===== src/logic/lipm_map.svh =====
// Register offsets, field positions and reset values for the status-light pin mux
`ifndef LIPM_MAP_SVH
`define LIPM_MAP_SVH

// Word indexes of the registers; the byte address is four times the index
`define LIPM_IDX_WCS      10'h000
`define LIPM_IDX_STRAP    10'h001
`define LIPM_IDX_EVT      10'h002
`define LIPM_IDX_MASK     10'h003

// Wake control and status: light function select fields
`define LIPM_WCS_L1_LSB   0
`define LIPM_WCS_L2_LSB   2
`define LIPM_WCS_L1_RST   2'h0
`define LIPM_WCS_L2_RST   2'h1

// Strap status bits
`define LIPM_STRAP_SEL    0
`define LIPM_STRAP_REG    1

// Event status and mask bits
`define LIPM_EVT_IRQ      0
`define LIPM_EVT_PME      1
`define LIPM_EVT_STRAP    2
`define LIPM_EVT_W        3
`define LIPM_EVT_RST      3'h0
`define LIPM_MASK_RST     3'h0

// Strap defaults before the first capture
`define LIPM_SEL_DEF      1'h1
`define LIPM_REG_DEF      1'h0

// Reference clock and its source oscillator, in MHz
`define LIPM_REF_MHZ      50
`define LIPM_OSC_MHZ      25

`endif


===== src/logic/lipm_pkg.sv =====
// Types shared by the status-light pin mux
package lipm_pkg;

	// Source chosen by a light function select field
	typedef enum logic [1:0] {
		LIPM_SRC_ACT = 2'h0,
		LIPM_SRC_SPD = 2'h1,
		LIPM_SRC_IRQ = 2'h2,
		LIPM_SRC_PME = 2'h3
	} lipm_src_t;

	// Function of the shared interrupt / reference clock pin
	typedef enum logic {
		LIPM_PIN_CLK = 1'h0,
		LIPM_PIN_IRQ = 1'h1
	} lipm_pin_mode_t;

	// Strap capture states
	typedef enum logic [2:0] {
		LIPM_CAP_POR  = 3'h1,
		LIPM_CAP_RUN  = 3'h2,
		LIPM_CAP_HOLD = 3'h4
	} lipm_cap_st_t;

endpackage


===== src/logic/lipm_sync2.sv =====
// Two-flop synchroniser for pin levels
`timescale 1ns/100ps
module lipm_sync2 #(
	parameter int W = 1
) (
	// Clock and reset
	input  wire logic         pclk,
	input  wire logic         presetn,
	// Levels
	input  wire logic [W-1:0] din,
	output logic      [W-1:0] dout
);
	logic [W-1:0] meta_r;

	// First stage feeds only the second
	always_ff @(posedge pclk or negedge presetn) begin
		if (!presetn) begin
			meta_r <= '0;
			dout   <= '0;
		end else begin
			meta_r <= din;
			dout   <= meta_r;
		end
	end
endmodule


===== src/logic/lipm_strap_latch.sv =====
// Strap capture at power-on and at release of the system reset
`timescale 1ns/100ps
`include "lipm_map.svh"
module lipm_strap_latch (
	// Clock and reset
	input  wire logic pclk,
	input  wire logic presetn,
	// Synchronised pins
	input  wire logic ext_rst_n_s,
	input  wire logic sel_strap_s,
	input  wire logic reg_strap_s,
	// Held strap values
	output logic      sel_latched,
	output logic      reg_latched,
	output logic      cap_pulse
);
	import lipm_pkg::*;

	lipm_cap_st_t st_r;
	lipm_cap_st_t st_nxt;
	logic         cap_now;

	// Capture only when a reset ends; power-on waits in HOLD, and the synchroniser
	// resets its reset level low, so the first capture sees real strap levels
	assign cap_now = (st_r == LIPM_CAP_HOLD) && ext_rst_n_s;

	always_comb begin
		case (st_r)
			LIPM_CAP_POR:  st_nxt = LIPM_CAP_HOLD;
			LIPM_CAP_RUN:  st_nxt = ext_rst_n_s ? LIPM_CAP_RUN : LIPM_CAP_HOLD;
			LIPM_CAP_HOLD: st_nxt = ext_rst_n_s ? LIPM_CAP_RUN : LIPM_CAP_HOLD;
			default:       st_nxt = LIPM_CAP_POR;
		endcase
	end

	// Async reset loads constants only; the pins are caught by a clocked capture
	always_ff @(posedge pclk or negedge presetn) begin
		if (!presetn) begin
			st_r        <= LIPM_CAP_POR;
			sel_latched <= `LIPM_SEL_DEF;
			reg_latched <= `LIPM_REG_DEF;
			cap_pulse   <= 1'b0;
		end else begin
			st_r      <= st_nxt;
			cap_pulse <= cap_now;
			if (cap_now) begin
				sel_latched <= sel_strap_s;
				reg_latched <= reg_strap_s;
			end
		end
	end

	// Straps are ignored outside a capture
	a_strap_hold: assert property (@(posedge pclk) disable iff (!presetn)
		!cap_now |=> $stable(sel_latched) && $stable(reg_latched))
		else $error("strap value changed outside a capture");
endmodule


===== src/logic/lipm_pin_mux.sv =====
// Status-light, interrupt and reference clock pin mux with its APB registers
//
// The APB slave port and the address map are this design's own decisions.
`timescale 1ns/100ps
`include "lipm_map.svh"
module lipm_pin_mux (
	// APB clock and reset
	input  wire logic                    pclk,
	input  wire logic                    presetn,
	// APB slave
	input  wire logic                    psel,
	input  wire logic                    penable,
	input  wire logic                    pwrite,
	input  wire logic [11:0]             paddr,
	input  wire logic [31:0]             pwdata,
	output logic      [31:0]             prdata,
	output logic                         pready,
	output logic                         pslverr,
	// Internal event sources, same clock, active high
	input  wire logic                    link_activity,
	input  wire logic                    link_speed,
	input  wire logic                    irq_event,
	input  wire logic                    pme_event,
	// Pins from the board
	input  wire logic                    external_reset_n,
	input  wire logic                    irq_clock_pin_select_strap,
	input  wire logic                    regulator_disable_strap,
	// Pins to the board
	output logic                         status_light_one,
	output logic                         status_light_two,
	output logic                         interrupt_out_n,
	output logic                         ref_clock_out_en,
	output lipm_pkg::lipm_pin_mode_t     shared_pin_mode,
	output logic                         regulator_enable,
	// Block interrupt
	output logic                         irq
);
	import lipm_pkg::*;

	localparam int REF_MUL = `LIPM_REF_MHZ / `LIPM_OSC_MHZ;

	logic [2:0]           pin_s;
	logic                 ext_rst_n_s;
	logic                 sel_latched;
	logic                 reg_latched;
	logic                 cap_pulse;
	lipm_src_t            l1_sel_r;
	lipm_src_t            l2_sel_r;
	logic [`LIPM_EVT_W-1:0] evt_r;
	logic [`LIPM_EVT_W-1:0] mask_r;
	logic [`LIPM_EVT_W-1:0] evt_set;
	logic [`LIPM_EVT_W-1:0] evt_clr;
	logic [`LIPM_EVT_W-1:0] evt_nxt;
	logic [`LIPM_EVT_W-1:0] mask_nxt;
	logic                 irq_d_r;
	logic                 pme_d_r;
	logic                 l1_nxt;
	logic                 l2_nxt;
	lipm_pin_mode_t       mode_nxt;

	// Pins cross two flops before any logic looks at them
	lipm_sync2 #(
		.W (3)
	) u_sync (
		.pclk    (pclk),
		.presetn (presetn),
		.din     ({external_reset_n, irq_clock_pin_select_strap, regulator_disable_strap}),
		.dout    (pin_s)
	);

	assign ext_rst_n_s = pin_s[2];

	lipm_strap_latch u_strap (
		.pclk        (pclk),
		.presetn     (presetn),
		.ext_rst_n_s (ext_rst_n_s),
		.sel_strap_s (pin_s[1]),
		.reg_strap_s (pin_s[0]),
		.sel_latched (sel_latched),
		.reg_latched (reg_latched),
		.cap_pulse   (cap_pulse)
	);

	// Light source selection; interrupt and event are inverted to low-active
	function automatic logic light_src(
		input lipm_src_t s,
		input logic      act,
		input logic      spd,
		input logic      ievt,
		input logic      pevt
	);
		case (s)
			LIPM_SRC_ACT: light_src = act;
			LIPM_SRC_SPD: light_src = spd;
			LIPM_SRC_IRQ: light_src = ~ievt;
			LIPM_SRC_PME: light_src = ~pevt;
			default:      light_src = 1'b0;
		endcase
	endfunction

	// Sources are passed as arguments: an assignment only wakes on its own operands
	assign l1_nxt   = light_src(l1_sel_r, link_activity, link_speed,
	                            irq_event, pme_event);
	assign l2_nxt   = light_src(l2_sel_r, link_activity, link_speed,
	                            irq_event, pme_event);
	assign mode_nxt = sel_latched ? LIPM_PIN_IRQ : LIPM_PIN_CLK;

	// Pin drivers, all registered so no glitch reaches a pad
	always_ff @(posedge pclk or negedge presetn) begin
		if (!presetn) begin
			status_light_one <= 1'b0;
			status_light_two <= 1'b0;
			interrupt_out_n  <= 1'b1;
			ref_clock_out_en <= 1'b0;
			shared_pin_mode  <= LIPM_PIN_IRQ;
			regulator_enable <= 1'b1;
		end else begin
			status_light_one <= l1_nxt;
			status_light_two <= l2_nxt;
			// Held high in clock mode so the pad sees no stray interrupt
			interrupt_out_n  <= (mode_nxt == LIPM_PIN_IRQ) ? ~irq_event : 1'b1;
			ref_clock_out_en <= (mode_nxt == LIPM_PIN_CLK) && (REF_MUL == 2);
			shared_pin_mode  <= mode_nxt;
			regulator_enable <= ~reg_latched;
		end
	end

	// APB decode; one wait-free access phase per transfer
	logic       setup_ph;
	logic       acc_wr;
	logic [9:0] widx;
	logic       hit_wcs;
	logic       hit_strap;
	logic       hit_evt;
	logic       hit_mask;
	logic       hit_any;
	logic [31:0] rd_mux;

	assign setup_ph  = psel && !penable;
	assign acc_wr    = psel && penable && pready && pwrite && !pslverr;
	assign widx      = paddr[11:2];
	assign hit_wcs   = (widx == `LIPM_IDX_WCS);
	assign hit_strap = (widx == `LIPM_IDX_STRAP);
	assign hit_evt   = (widx == `LIPM_IDX_EVT);
	assign hit_mask  = (widx == `LIPM_IDX_MASK);
	assign hit_any   = hit_wcs || hit_strap || hit_evt || hit_mask;
	assign rd_mux    = hit_wcs   ? {28'h0000000, l2_sel_r, l1_sel_r} :
	                   hit_strap ? {30'h00000000, reg_latched, sel_latched} :
	                   hit_evt   ? {29'h00000000, evt_r} :
	                   hit_mask  ? {29'h00000000, mask_r} : 32'h00000000;

	// Bus answer registers
	always_ff @(posedge pclk or negedge presetn) begin
		if (!presetn) begin
			pready  <= 1'b0;
			pslverr <= 1'b0;
			prdata  <= 32'h00000000;
		end else begin
			pready  <= setup_ph;
			pslverr <= setup_ph && !hit_any;
			if (setup_ph && !pwrite) begin
				prdata <= rd_mux;
			end
		end
	end

	// Light select register; a system reset also restores the defaults
	always_ff @(posedge pclk or negedge presetn) begin
		if (!presetn) begin
			l1_sel_r <= lipm_src_t'(`LIPM_WCS_L1_RST);
			l2_sel_r <= lipm_src_t'(`LIPM_WCS_L2_RST);
		end else if (!ext_rst_n_s) begin
			l1_sel_r <= lipm_src_t'(`LIPM_WCS_L1_RST);
			l2_sel_r <= lipm_src_t'(`LIPM_WCS_L2_RST);
		end else if (acc_wr && hit_wcs) begin
			l1_sel_r <= lipm_src_t'(pwdata[`LIPM_WCS_L1_LSB +: 2]);
			l2_sel_r <= lipm_src_t'(pwdata[`LIPM_WCS_L2_LSB +: 2]);
		end
	end

	// Sticky events: rising interrupt, rising event, strap capture; set beats clear
	assign evt_set = {cap_pulse, pme_event && !pme_d_r, irq_event && !irq_d_r};
	assign evt_clr = (acc_wr && hit_evt) ? pwdata[`LIPM_EVT_W-1:0] : 3'h0;
	assign evt_nxt = (evt_r & ~evt_clr) | evt_set;
	// New mask feeds irq at once, so irq never lags a mask write
	assign mask_nxt = (acc_wr && hit_mask) ? pwdata[`LIPM_EVT_W-1:0] : mask_r;

	always_ff @(posedge pclk or negedge presetn) begin
		if (!presetn) begin
			evt_r   <= `LIPM_EVT_RST;
			mask_r  <= `LIPM_MASK_RST;
			irq_d_r <= 1'b0;
			pme_d_r <= 1'b0;
			irq     <= 1'b0;
		end else begin
			evt_r   <= evt_nxt;
			irq_d_r <= irq_event;
			pme_d_r <= pme_event;
			mask_r  <= mask_nxt;
			irq     <= |(evt_nxt & mask_nxt);
		end
	end

	// Checks on the pin outputs and the block interrupt
	a_light_one_src: assert property (@(posedge pclk) disable iff (!presetn)
		l1_sel_r == LIPM_SRC_ACT |=> status_light_one == $past(link_activity))
		else $error("light one does not follow activity");

	a_light_two_src: assert property (@(posedge pclk) disable iff (!presetn)
		l2_sel_r == LIPM_SRC_SPD |=> status_light_two == $past(link_speed))
		else $error("light two does not follow speed");

	a_irq_shared_pin: assert property (@(posedge pclk) disable iff (!presetn)
		sel_latched && $stable(sel_latched) |=> interrupt_out_n == !$past(irq_event))
		else $error("shared pin does not carry the interrupt");

	a_pme_light_one: assert property (@(posedge pclk) disable iff (!presetn)
		l1_sel_r == LIPM_SRC_PME |=> status_light_one == !$past(pme_event))
		else $error("light one does not carry the event low-active");

	a_irq_light_two: assert property (@(posedge pclk) disable iff (!presetn)
		l2_sel_r == LIPM_SRC_IRQ && irq_event |=> !status_light_two)
		else $error("light two not low while interrupt asserted");

	a_clock_mode_pin: assert property (@(posedge pclk) disable iff (!presetn)
		!sel_latched |=> shared_pin_mode == LIPM_PIN_CLK && interrupt_out_n)
		else $error("shared pin not in clock mode");

	a_ref_clock_en: assert property (@(posedge pclk) disable iff (!presetn)
		ref_clock_out_en |-> shared_pin_mode == LIPM_PIN_CLK && !$past(sel_latched))
		else $error("reference clock enabled outside clock mode");

	a_regulator_en: assert property (@(posedge pclk) disable iff (!presetn)
		cap_pulse |=> regulator_enable == !$past(reg_latched)
			##1 ($stable(regulator_enable) || $past(cap_pulse)))
		else $error("regulator enable does not follow the strap");

	a_irq_level: assert property (@(posedge pclk) disable iff (!presetn)
		(evt_r & mask_r) != 3'h0 |-> irq)
		else $error("interrupt low while an unmasked event is set");

	a_irq_quiet: assert property (@(posedge pclk) disable iff (!presetn)
		(evt_r & mask_r) == 3'h0 |-> !irq)
		else $error("interrupt high with no unmasked event");

	// Remaining light sources
	a_light_one_spd: assert property (@(posedge pclk) disable iff (!presetn)
		l1_sel_r == LIPM_SRC_SPD |=> status_light_one == $past(link_speed))
		else $error("light one does not follow speed");

	a_light_one_irq: assert property (@(posedge pclk) disable iff (!presetn)
		l1_sel_r == LIPM_SRC_IRQ |=> status_light_one == !$past(irq_event))
		else $error("light one does not carry the interrupt low-active");

	a_light_two_act: assert property (@(posedge pclk) disable iff (!presetn)
		l2_sel_r == LIPM_SRC_ACT |=> status_light_two == $past(link_activity))
		else $error("light two does not follow activity");

	a_pme_light_two: assert property (@(posedge pclk) disable iff (!presetn)
		l2_sel_r == LIPM_SRC_PME |=> status_light_two == !$past(pme_event))
		else $error("light two does not carry the event low-active");

	// Shared pin and regulator against the held straps; light selects against system reset
	a_irq_mode_pin: assert property (@(posedge pclk) disable iff (!presetn)
		sel_latched |=> shared_pin_mode == LIPM_PIN_IRQ && !ref_clock_out_en)
		else $error("shared pin not in interrupt mode");

	a_regulator_on: assert property (@(posedge pclk) disable iff (!presetn)
		!reg_latched |=> regulator_enable)
		else $error("regulator off with strap low");

	a_regulator_off: assert property (@(posedge pclk) disable iff (!presetn)
		reg_latched |=> !regulator_enable)
		else $error("regulator on with strap high");

	a_ext_rst_selects: assert property (@(posedge pclk) disable iff (!presetn)
		!ext_rst_n_s |=> l1_sel_r == lipm_src_t'(`LIPM_WCS_L1_RST)
			&& l2_sel_r == lipm_src_t'(`LIPM_WCS_L2_RST))
		else $error("light selects not restored by system reset");

	// Event capture; a set in the same cycle as a clear must win
	a_evt_irq_set: assert property (@(posedge pclk) disable iff (!presetn)
		irq_event && !irq_d_r |=> evt_r[`LIPM_EVT_IRQ])
		else $error("interrupt rise not recorded");

	a_evt_pme_set: assert property (@(posedge pclk) disable iff (!presetn)
		pme_event && !pme_d_r |=> evt_r[`LIPM_EVT_PME])
		else $error("power event rise not recorded");

	a_evt_cap_set: assert property (@(posedge pclk) disable iff (!presetn)
		cap_pulse |=> evt_r[`LIPM_EVT_STRAP])
		else $error("strap capture not recorded");

	// Bus answer timing: one access cycle, error only with ready
	a_ready_setup: assert property (@(posedge pclk) disable iff (!presetn)
		psel && !penable |=> pready)
		else $error("no ready after setup");

	a_ready_single: assert property (@(posedge pclk) disable iff (!presetn)
		pready |=> !pready)
		else $error("ready held longer than one cycle");

	a_slverr_unmapped: assert property (@(posedge pclk) disable iff (!presetn)
		psel && !penable && !hit_any |=> pslverr && pready)
		else $error("unmapped access not refused");

	a_slverr_ready: assert property (@(posedge pclk) disable iff (!presetn)
		pslverr |-> pready)
		else $error("error response without ready");
endmodule


===== config.mk =====
export PLATFORM = sky130hd
export DESIGN_NAME = lipm_pin_mux
export DESIGN_NICKNAME = d
export VERILOG_FILES = /design/src/logic/lipm_pkg.sv /design/src/logic/lipm_sync2.sv /design/src/logic/lipm_strap_latch.sv /design/src/logic/lipm_pin_mux.sv
export VERILOG_INCLUDE_DIRS = /design/src /design/src/logic
export SDC_FILE = /design/constraint.sdc
export NUM_CORES = 1
export LEC_CHECK = 0
export BUFFER_PORTS_ARGS = -buffer_cell sky130_fd_sc_hd__clkbuf_2
export CAP_MARGIN = 15
export CORE_MARGIN = 5
export CORE_UTILIZATION = 30
export DETAILED_ROUTE_END_ITERATION = 10
export PLACE_DENSITY = 0.57
export SLEW_MARGIN = 10
export SYNTH_ARGS = -nofsm -noshare
export SYNTH_HDL_FRONTEND = slang
export SYNTH_SLANG_ARGS = --single-unit

===== constraint.sdc =====
create_clock -name pclk -period 2.1 [get_ports pclk]
set_clock_uncertainty 0.15 [all_clocks]
set_input_delay 0.42 -clock pclk [delete_from_list [all_inputs] [get_ports pclk]]
set_output_delay 0.42 -clock pclk [all_outputs]
set_load 0.01 [all_outputs]

==> out/results.txt, run 1 <==
Post-synthesis mux area share: 9.60%
Gate family responsible for the most delay along the worst path: simple AND/OR/NAND/NOR gates
Yosys warning count: 0
Detailed Route WL: 3110 microns
Worst Setup EP: irq$_DFF_PN0_
Area Growth Syn to Fin: 17.6%
Top-area cell type share of the netlist area: 45.5%
# setup viols final: 0
Element type at the critical path end: flip-flop
WS Path Type: flip-flop to flip-flop
Max Slew Vio Count: 0
Ys flop type: dfrtp_1
Largest area contributor in the netlist: dfrtp_1
Dpl hpwl: 2530 microns
Ys async rst share: 100%
IR drop worst, VDD: 0.000454 V
Final instance area: 2010 sq um
Share of layout cells above drive strength 1: 35.8%
Number of flops mapped to enable cells by yosys: 0
Reg-to-Reg Start: pslverr$_DFF_PN0_
Mapped Avg Cell Area: 12.3 sq um
Worst path bufs/invs: 0
Period utilization: 90.6%
Clk slew on worst S/H paths: 70 ps
Clk pwr share: 28.7%
Cell depth of the worst setup path: 5
#FFs+latches synth: 37
Final net count: 245
Core area: 5510 sq um
WL per Instance: 11.9 microns
Post-synthesis adder-cell area fraction: 0%
Critical Path Start: pslverr$_DFF_PN0_
Metal3 WL: 196 microns
Fill count: 571
Area contributors post-synth: dfrtp_1 45%, buf_4 12%, dfstp_2 9.2%
Die H: 85.4 microns
ANT nets after route: 0
Largest family of logic cells by synthesized area: buffers and inverters
Post-synthesis simple-gate area fraction: 13.3%
Status: finished, final reports clean
Unique masters post-synth: 34
Longest Clk Path Bufs: 2
Minimum clock period: 1900 ps
Pre-CTS WS: -79.5 ps
Final Wtd Congestion: 0.760
CTS tree: done
Internal reg-to-reg setup slack: 200 ps
PwrDens: 806 nW/um^2
Max_cap viols: 0
Vias per cell: 4.03
PostCTS Resize Cnt: 0
Most frequent cell after synthesis: dfrtp_1
Total congestion overflow: 0
Sw Ratio: 26.9%
Hold WC Path Type: primary input to asynchronous set/reset pin
GRT Overall Usage: 9.07%
Register share of total power: 54.6%
Post-synthesis xor/xnor area fraction: 0.513%
Met1 wire length: 1250 microns
DRC viols: 0
Syn Std Cell Area: 1710 sq um
Hold_ws: 13.8 ps
Drt pass-1 iters: 4
IO Pins: 97
CTS Root Cell: clkbuf_8
Initial Util: 31.0%
Width of the die: 85.4 microns
Net switching power: 0.434 mW
Critical path fanouts, max: 3
Initial antenna violation count: 0
R2R depth: 5
First-pass GRT wire length: 5060 microns
Detailed Route Iter0 Violations: 49
Clock Latency Late Sink: 290 ps
Total Neg Setup Slack: 0 ps
DR WL met2: 1610 microns
CP max-delay cell: dfrtp_1
Part of the power in combinational logic: 16.7%
Largest net degree at the start of global routing: 38
Highest routed layer: met4
Row count: 27
Clock sink count: 37
Most instantiated cells after synthesis: 31 x dfrtp_1, 28 x buf_4, 9 x inv_1, 9 x nand2_1
CP required: 2110 ps
Setup bufs post-CTS: 0
Placed instance area: 1930 sq um
Max incr delay on CP: 390 ps
ANT cells: 0
Leak: 0.989 nW
Critical Path, Cell by Cell: and4b_1, nand4_2, or3_1, o2bb2ai_1, a221o_1
Fmax: 0.526 GHz
Hold buffer count at cts: 0
Fin worst setup slack: 197 ps
TritonCTS Buffers: 5
Compound-Gate Fraction of Synth Area: 7.04%
Int Pwr: 1.18 mW
Worst setup SP type: flip-flop
RSZ-0062 raised after global routing: false
PnR Total Power: 1.62 mW
Seq/Total Area, Yosys: 54.7%
WP data arrival: 1910 ps
H-tree level count: 2
Die footprint: 7300 sq um
Mapped Cells: 139
Number of global-route vias before repair: 1099
I/O Buffers: 38
Final hold violations: 0
Reg-to-Reg End: irq$_DFF_PN0_
DR vias: 1056
[worst register-to-register path, delay by kind of cell (launching register included)]
family / cells / cell delay (ps)
and+or+nand+nor: 3 / 760
AOI/OAI and AO/OA: 2 / 480
DFF: 1 / 390
[cell usage in the layout, fill, tap and decap left out, drive strengths merged]
cell type  count
a21boi         1
a21oi          1
a221o          1
a22o           4
and2           2
and3           1
and4b          2
buf            7
clkbuf        45
clkinv         1
conb          28
dfrtp         31
dfstp          6
inv            9
mux2           3
mux2i          4
mux4           4
nand2          9
nand2b         5
nand4          2
nor2           6
nor2b          1
nor3           3
nor3b          1
nor4           2
o21a           1
o21ai          3
o21bai         1
o2bb2ai        2
o31ai          2
or3            1
xnor2          1
[worst min-delay path by stage]
stage	startpoint	slack, ps	end
floorplan	presetn	-30	evt_r[0]$_DFF_PN0_
global placement	u_sync.meta_r[1]$_DFF_PN0_	180	u_sync.dout[1]$_DFF_PN0_
detailed placement	u_sync.meta_r[2]$_DFF_PN0_	190	u_sync.dout[2]$_DFF_PN0_
CTS	presetn	30	l2_sel_r[1]$_DFFE_PN0P_
global route	presetn	50	u_strap.st_r[1]$_DFF_PN0_
finish	presetn	10	l2_sel_r[1]$_DFFE_PN0P_
[power groups by stage]
stage          clock network, mW  logic [mW]  registers, mW
6_report                   0.465       0.270          0.882
5_1_grt                    0.512       0.309          0.897
4_1_cts                    0.485       0.276          0.883
3_5_place_dp                   0       0.275          0.896
3_3_place_gp                   0       0.272          0.894
2_1_floorplan                  0       0.187          0.902
[kinds of logic after synthesis]
group                  count (synthesis)
AO/OA/AOI/OAI                         16
XOR/XNOR                               1
buffers and inverters                 38
flip-flops                            37
multiplexers                          11
other                                  1
AND/OR/NAND/NOR                       35
[area by class of cell]
| type | instances | area (sq um) | area share [%] |
|---|---|---|---|
| multi-input cells | 91 | 626 | 31.2 |
| repair buffers | 45 | 243 | 12.1 |
| inverters | 9 | 33.8 | 1.68 |
| flip-flops and latches | 37 | 933 | 46.5 |
| clock buffers | 7 | 76.3 | 3.80 |
| well taps | 72 | 90.1 | 4.49 |
| clock inverters | 1 | 5.00 | 0.249 |
[per-layer routing]
metal / vias up / global-route usage, %
li1: 519 / -
met1: 496 / 10.2
met2: 34 / 15.7
met3: 7 / 2.91
met4: 0 / 3.88
met5: - / 0
[registers in the layout, summed over array words and instances (netlist names), 2 cells and up]
signal	count
u_strap.st_r	3
l2_sel_r	2
u_sync.meta_r	3
l1_sel_r	2
prdata	4
mask_r	3
evt_r	3
u_sync.dout	3
[metrics by stage]
| stage | cells | util, % |
|---|---|---|
| 5_1_grt | 262 | 36.4 |
| 2_1_floorplan | 166 | - |
| 4_1_cts | 262 | 36.4 |
| 3_5_place_dp | 254 | 35.0 |
| 3_3_place_gp | 254 | 35.0 |
| 6_report | 262 | 36.4 |
(Power assumes the default switching activity.)
==> run 2, diff against run 1 <==
Settings changed: CTS_BUF_LIST set to sky130_fd_sc_hd__clkbuf_4.
==> run 2 against run 1 <==
  * Critical path depth did not move
  * Maximum frequency is 0.20% lower
  * Die area unchanged
  * Routed wire length unchanged
  * Global-route usage is 0.12 points lower
  * Via count is 0.19% lower
  * Final area is 0.69% lower
  * Clock-buffer cell count unchanged
  * Register-to-register slack about the same
  * Sequential share of layout area rose by 0.32 points
  * Clock power down 20%
  * Sequential power hardly changed
==> out/results.txt, run 2 (synthesized netlist as in run 1, its figures left out) <==
Die H: 85.4 microns (unchanged)
Internal reg-to-reg setup slack: 190 ps (was 200 ps)
First-pass GRT wire length: 5040 microns (was 5060 microns)
Worst setup SP type: flip-flop (unchanged)
Element type at the critical path end: flip-flop (unchanged)
Part of the power in combinational logic: 17.8% (was 16.7%)
Longest Clk Path Bufs: 2 (unchanged)
PnR Total Power: 1.53 mW (was 1.62 mW)
Sw Ratio: 27.5% (was 26.9%)
Reg with most FFs: prdata (unchanged)
Number of global-route vias before repair: 1106 (was 1099)
Critical path fanouts, max: 3 (unchanged)
GRT Overall Usage: 8.95% (was 9.07%)
Final net count: 246 (was 245)
PostCTS Resize Cnt: 0 (unchanged)
IR drop worst, VDD: 0.000403 V (was 0.000454 V)
Max Slew Vio Count: 0 (unchanged)
Clock sink count: 37 (unchanged)
Initial antenna violation count: 0 (unchanged)
ANT cells: 0 (unchanged)
I/O Buffers: 38 (unchanged)
Max reg flops: 4 (unchanged)
Register share of total power: 57.8% (was 54.6%)
Hold Crit Start: irq_clock_pin_select_strap
Final hold violations: 0 (unchanged)
Net switching power: 0.419 mW (was 0.434 mW)
Non-Filler Instances: 263 (was 262)
H-tree level count: 2 (unchanged)
Placed Instances: 254 (unchanged)
Clk pwr share: 24.4% (was 28.7%)
WP data arrival: 1970 ps (was 1910 ps)
Int Pwr: 1.11 mW (was 1.18 mW)
Clk slew on worst S/H paths: 110 ps (was 70 ps)
RSZ-0062 raised after global routing: false (unchanged)
Fmax: 0.524 GHz (was 0.526 GHz)
R2R depth: 5 (unchanged)
Drt pass-1 iters: 4 (unchanged)
Hold Crit Endpoint: u_sync.meta_r[1]$_DFF_PN0_
Leak: 0.987 nW (was 0.989 nW)
Share of layout cells above drive strength 1: 36.6% (was 35.8%)
Largest net degree at the start of global routing: 38 (unchanged)
Hold WC Path Type: primary input to flip-flop (was primary input to asynchronous set/reset pin)
WL per Instance: 11.8 microns (was 11.9 microns)
Initial Util: 31.0% (unchanged)
CTS Root Cell: clkbuf_4 (was clkbuf_8)
Max_cap viols: 0 (unchanged)
Final Wtd Congestion: 0.760 (unchanged)
Period utilization: 90.8% (was 90.6%)
Fill count: 570 (was 571)
Core area: 5510 sq um (unchanged)
WS Path Type: flip-flop to flip-flop (unchanged)
Vias per cell: 4.01 (was 4.03)
PwrDens: 765 nW/um^2 (was 806 nW/um^2)
CTS tree: done (unchanged)
Die footprint: 7300 sq um (unchanged)
DR vias: 1054 (was 1056)
Clock Latency Late Sink: 330 ps (was 290 ps)
Most frequent cells in the layout: 38 x clkbuf_2, 31 x dfrtp_1, 28 x conb_1, 9 x inv_1, 9 x nand2_1 (unchanged)
Detailed Route Iter0 Violations: 31 (was 49)
Setup bufs post-CTS: 0 (unchanged)
Width of the die: 85.4 microns (unchanged)
Status: finished, final reports clean (unchanged)
Reg-to-Reg End: irq$_DFF_PN0_ (unchanged)
Row count: 27 (unchanged)
Total congestion overflow: 0 (unchanged)
Dpl hpwl: 2530 microns (unchanged)
DRC viols: 0 (unchanged)
Detailed Route WL: 3110 microns (unchanged)
Area Growth Syn to Fin: 16.8% (was 17.6%)
IO Pins: 97 (unchanged)
CP required: 2160 ps (was 2110 ps)
Commonest non-fill, non-tap cell in the layout: clkbuf_2 (unchanged)
Minimum clock period: 1910 ps (was 1900 ps)
ANT nets after route: 0 (unchanged)
Hold Path Cell Cnt: 1
Core Util, Final: 36.2% (was 36.4%)
TritonCTS Buffers: 5 (unchanged)
Reg-to-Reg Start: pslverr$_DFF_PN0_ (unchanged)
# setup viols final: 0 (unchanged)
[run 2: changes by cell type in the layout (fill, tap and decap cells not counted)]
cell           delta
clkbuf_8          -5
dlygate4sd3_1     +1
clkbuf_1          -2
clkbuf_4          +7
[run 2: routing by layer]
metal,GRT usage (%),wire [microns],up-vias
li1,-,-,519
met1,10.2,1250,495
met2,15.7,1630,35
met3,2.62,200,5
met4,3.45,36,0
met5,0,0,-
[run 2: worst max-delay path by stage]
stage                     slack [ps]  depth (start not counted)               from             to
after global placement           -70                          6           paddr[5]  irq$_DFF_PN0_
after detailed placement         -80                          6           paddr[5]  irq$_DFF_PN0_
after global routing              80                          6  pslverr$_DFF_PN0_  irq$_DFF_PN0_
after floorplan                  140                          5           paddr[9]  irq$_DFF_PN0_
after CTS                        170                          6  pslverr$_DFF_PN0_  irq$_DFF_PN0_
final                            190                          5  pslverr$_DFF_PN0_  irq$_DFF_PN0_
[run 2: area by class of cell]
type | count | area (sq um) | area share [%]
Tap cell | 72 | 90.1 | 4.52
Inverter | 9 | 33.8 | 1.69
Timing Repair Buffer | 46 | 253 | 12.7
Sequential cell | 37 | 933 | 46.8
Clock buffer | 7 | 52.6 | 2.64
Multi-Input combinational cell | 91 | 626 | 31.4
Clock inverter | 1 | 5.00 | 0.251
[run 2: critical path: stages (launching register included)]
cell and delay (ps):
dfrtp_1 400, and4b_1 260, nand4_2 130, or3_1 370
o2bb2ai_1 160, a221o_1 320
[run 2: metrics by stage]
stage          worst slack, ps  hold slack [ps]  instance area (sq um)  setup TNS, ps
2_1_floorplan              145            -25.6                   1810              0
3_3_place_gp             -72.8              181                   1930          -72.8
3_5_place_dp             -79.5              186                   1930          -79.5
4_1_cts                    170             17.2                   1990              0
5_1_grt                   77.2             20.5                   1990              0
6_report                   193             36.7                   1990              0
[run 2: power by group through the flow]
| stage | sequential, mW | clock [mW] | combinational (mW) |
|---|---|---|---|
| after floorplan | 0.902 | 0 | 0.187 |
| after global placement | 0.894 | 0 | 0.272 |
| final | 0.882 | 0.372 | 0.271 |
| after global routing | 0.897 | 0.420 | 0.310 |
| after detailed placement | 0.896 | 0 | 0.275 |
| after CTS | 0.882 | 0.395 | 0.278 |
[run 2: repair_timing]
action / CTS / global route
hold buffers: 1 / 0
setup endpoints to repair: 0 / 0
endpoints found under the hold margin: 31 / 0
==> run 3, diff against run 2 <==
Clock period 2.1 ns to 1.95 ns, I/O delays scaled along.
==> run 3 against run 2 <==
  * Sequential share of layout area decreased by 1.2 points
  * Worst setup slack got worse by 130 ps
  * Worst hold slack got worse by 4.9 ps
  * Largest cell class unchanged
  * Sequential cell count unchanged
  * Global-route usage increased by 0.26 points
==> out/results.txt, run 3 (synthesized netlist as in run 1, its figures left out) <==
Clk slew on worst S/H paths: 110 ps (about the same)
Worst setup SP type: flip-flop (unchanged)
Critical path fanouts, max: 3 (unchanged)
Reg with most FFs: prdata (unchanged)
Initial Util: 31.0% (unchanged)
Max Slew Vio Count: 0 (unchanged)
Initial antenna violation count: 0 (unchanged)
Vias per cell: 4.01 (about the same)
Final Wtd Congestion: 0.761 (was 0.760)
Element type at the critical path end: flip-flop (unchanged)
Die H: 85.4 microns (unchanged)
Detailed Route Iter0 Violations: 30 (was 31)
Row count: 27 (unchanged)
CP required: 2030 ps (was 2160 ps)
Core Util, Final: 37.1% (was 36.2%)
Total Neg Setup Slack: 0 ps (unchanged)
CTS Root Cell: clkbuf_4 (unchanged)
I/O Buffers: 38 (unchanged)
TritonCTS Buffers: 5 (unchanged)
DRC viols: 0 (unchanged)
Minimum clock period: 1880 ps (was 1910 ps)
Max reg flops: 4 (unchanged)
Share of layout cells above drive strength 1: 37.9% (was 36.6%)
Leak: 0.996 nW (was 0.987 nW)
Max_cap viols: 0 (unchanged)
Total congestion overflow: 0 (unchanged)
Die footprint: 7300 sq um (unchanged)
Status: finished, final reports clean (unchanged)
WP data arrival: 1970 ps (about the same)
First-pass GRT wire length: 5170 microns (was 5040 microns)
Commonest non-fill, non-tap cell in the layout: clkbuf_2 (unchanged)
Fmax: 0.531 GHz (was 0.524 GHz)
WL per Instance: 11.8 microns (about the same)
Drt pass-1 iters: 4 (unchanged)
Clock sink count: 37 (unchanged)
Placed instance area: 1930 sq um (unchanged)
CTS tree: done (unchanged)
Most frequent cells in the layout: 38 x clkbuf_2, 31 x dfrtp_1, 28 x conb_1, 9 x inv_1, 9 x nand2_1 (unchanged)
Period utilization: 96.6% (was 90.8%)
Final hold violations: 0 (unchanged)
H-tree level count: 2 (unchanged)
Hold_ws: 31.8 ps (was 36.7 ps)
ANT nets after route: 0 (unchanged)
WS Path Type: flip-flop to flip-flop (unchanged)
Core area: 5510 sq um (unchanged)
PwrDens: 806 nW/um^2 (was 765 nW/um^2)
IO Pins: 97 (unchanged)
Longest Clk Path Bufs: 2 (unchanged)
IR drop worst, VDD: 0.000406 V (was 0.000403 V)
Final net count: 250 (was 246)
Width of the die: 85.4 microns (unchanged)
Fill count: 579 (was 570)
ANT cells: 0 (unchanged)
Internal reg-to-reg setup slack: 70 ps (was 190 ps)
Number of global-route vias before repair: 1114 (was 1106)
# setup viols final: 0 (unchanged)
Dpl hpwl: 2500 microns (was 2530 microns)
Clock Latency Late Sink: 340 ps (was 330 ps)
Largest net degree at the start of global routing: 38 (unchanged)
Detailed Route WL: 3160 microns (was 3110 microns)
GRT Overall Usage: 9.21% (was 8.95%)
Hold WC Path Type: primary input to flip-flop (unchanged)
Pre-CTS WS: -201 ps (was -79.5 ps)
Area Growth Syn to Fin: 19.8% (was 16.8%)
Fin worst setup slack: 66.2 ps (was 193 ps)
DR vias: 1071 (was 1054)
Final instance area: 2040 sq um (was 1990 sq um)
run 3: power by group:
group	switching (mW)	total, mW	internal [mW]	leakage (nW)
sequential	0.0562	0.948	0.892	0.448
clock	0.262	0.398	0.136	0.0310
combinational	0.165	0.302	0.136	0.517
run 3: timing repair:
item	in CTS	in global routing
hold buffers	4	0
hold endpoints to repair	34	0
gates resized for setup	0	3
setup buffers	0	1
endpoints found under the setup margin	0	1
run 3: final cells by class:
class | instances | area [sq um] | area share [%]
Sequential cell | 37 | 933 | 45.7
Multi-Input combinational cell | 91 | 642 | 31.4
Timing Repair Buffer | 50 | 290 | 14.2
Tap cell | 72 | 90.1 | 4.41
Clock buffer | 5 | 37.5 | 1.84
Inverter | 9 | 33.8 | 1.65
Clock inverter | 3 | 17.5 | 0.857
run 3: final timing paths:
| path | startpoint | end | cells past startpoint |
|---|---|---|---|
| min reg2reg | u_sync.meta_r[1]$_DFF_PN0_ | u_sync.dout[1]$_DFF_PN0_ | 0 |
| max in group asynchronous | presetn | shared_pin_mode$_DFF_PN1_ | 3 |
| max | pslverr$_DFF_PN0_ | irq$_DFF_PN0_ | 5 |
| min in group asynchronous | presetn | u_sync.meta_r[2]$_DFF_PN0_ | 3 |
| max reg2reg | pslverr$_DFF_PN0_ | irq$_DFF_PN0_ | 5 |
| min | irq_event | irq_d_r$_DFF_PN0_ | 1 |
run 3: stage by stage:
stage	total power [mW]	std cells
4_1_cts	1.67	266
5_1_grt	1.76	267
2_1_floorplan	1.17	166
6_report	1.65	267
3_5_place_dp	1.26	254
3_3_place_gp	1.26	254
run 3: critical path: stages (launching register included):
cell       delay [ps]
dfrtp_1           410
and4b_1           260
nand4_2           100
or3_4             410
o2bb2ai_2         130
a221o_1           310
run 3: per-layer routing:
metal	global-route usage, %	wire length, microns	vias up
met2	15.7	1640	33
li1	-	-	530
met3	3.79	230	6
met4	3.02	42	0
met5	0	0	-
met1	10.4	1240	502
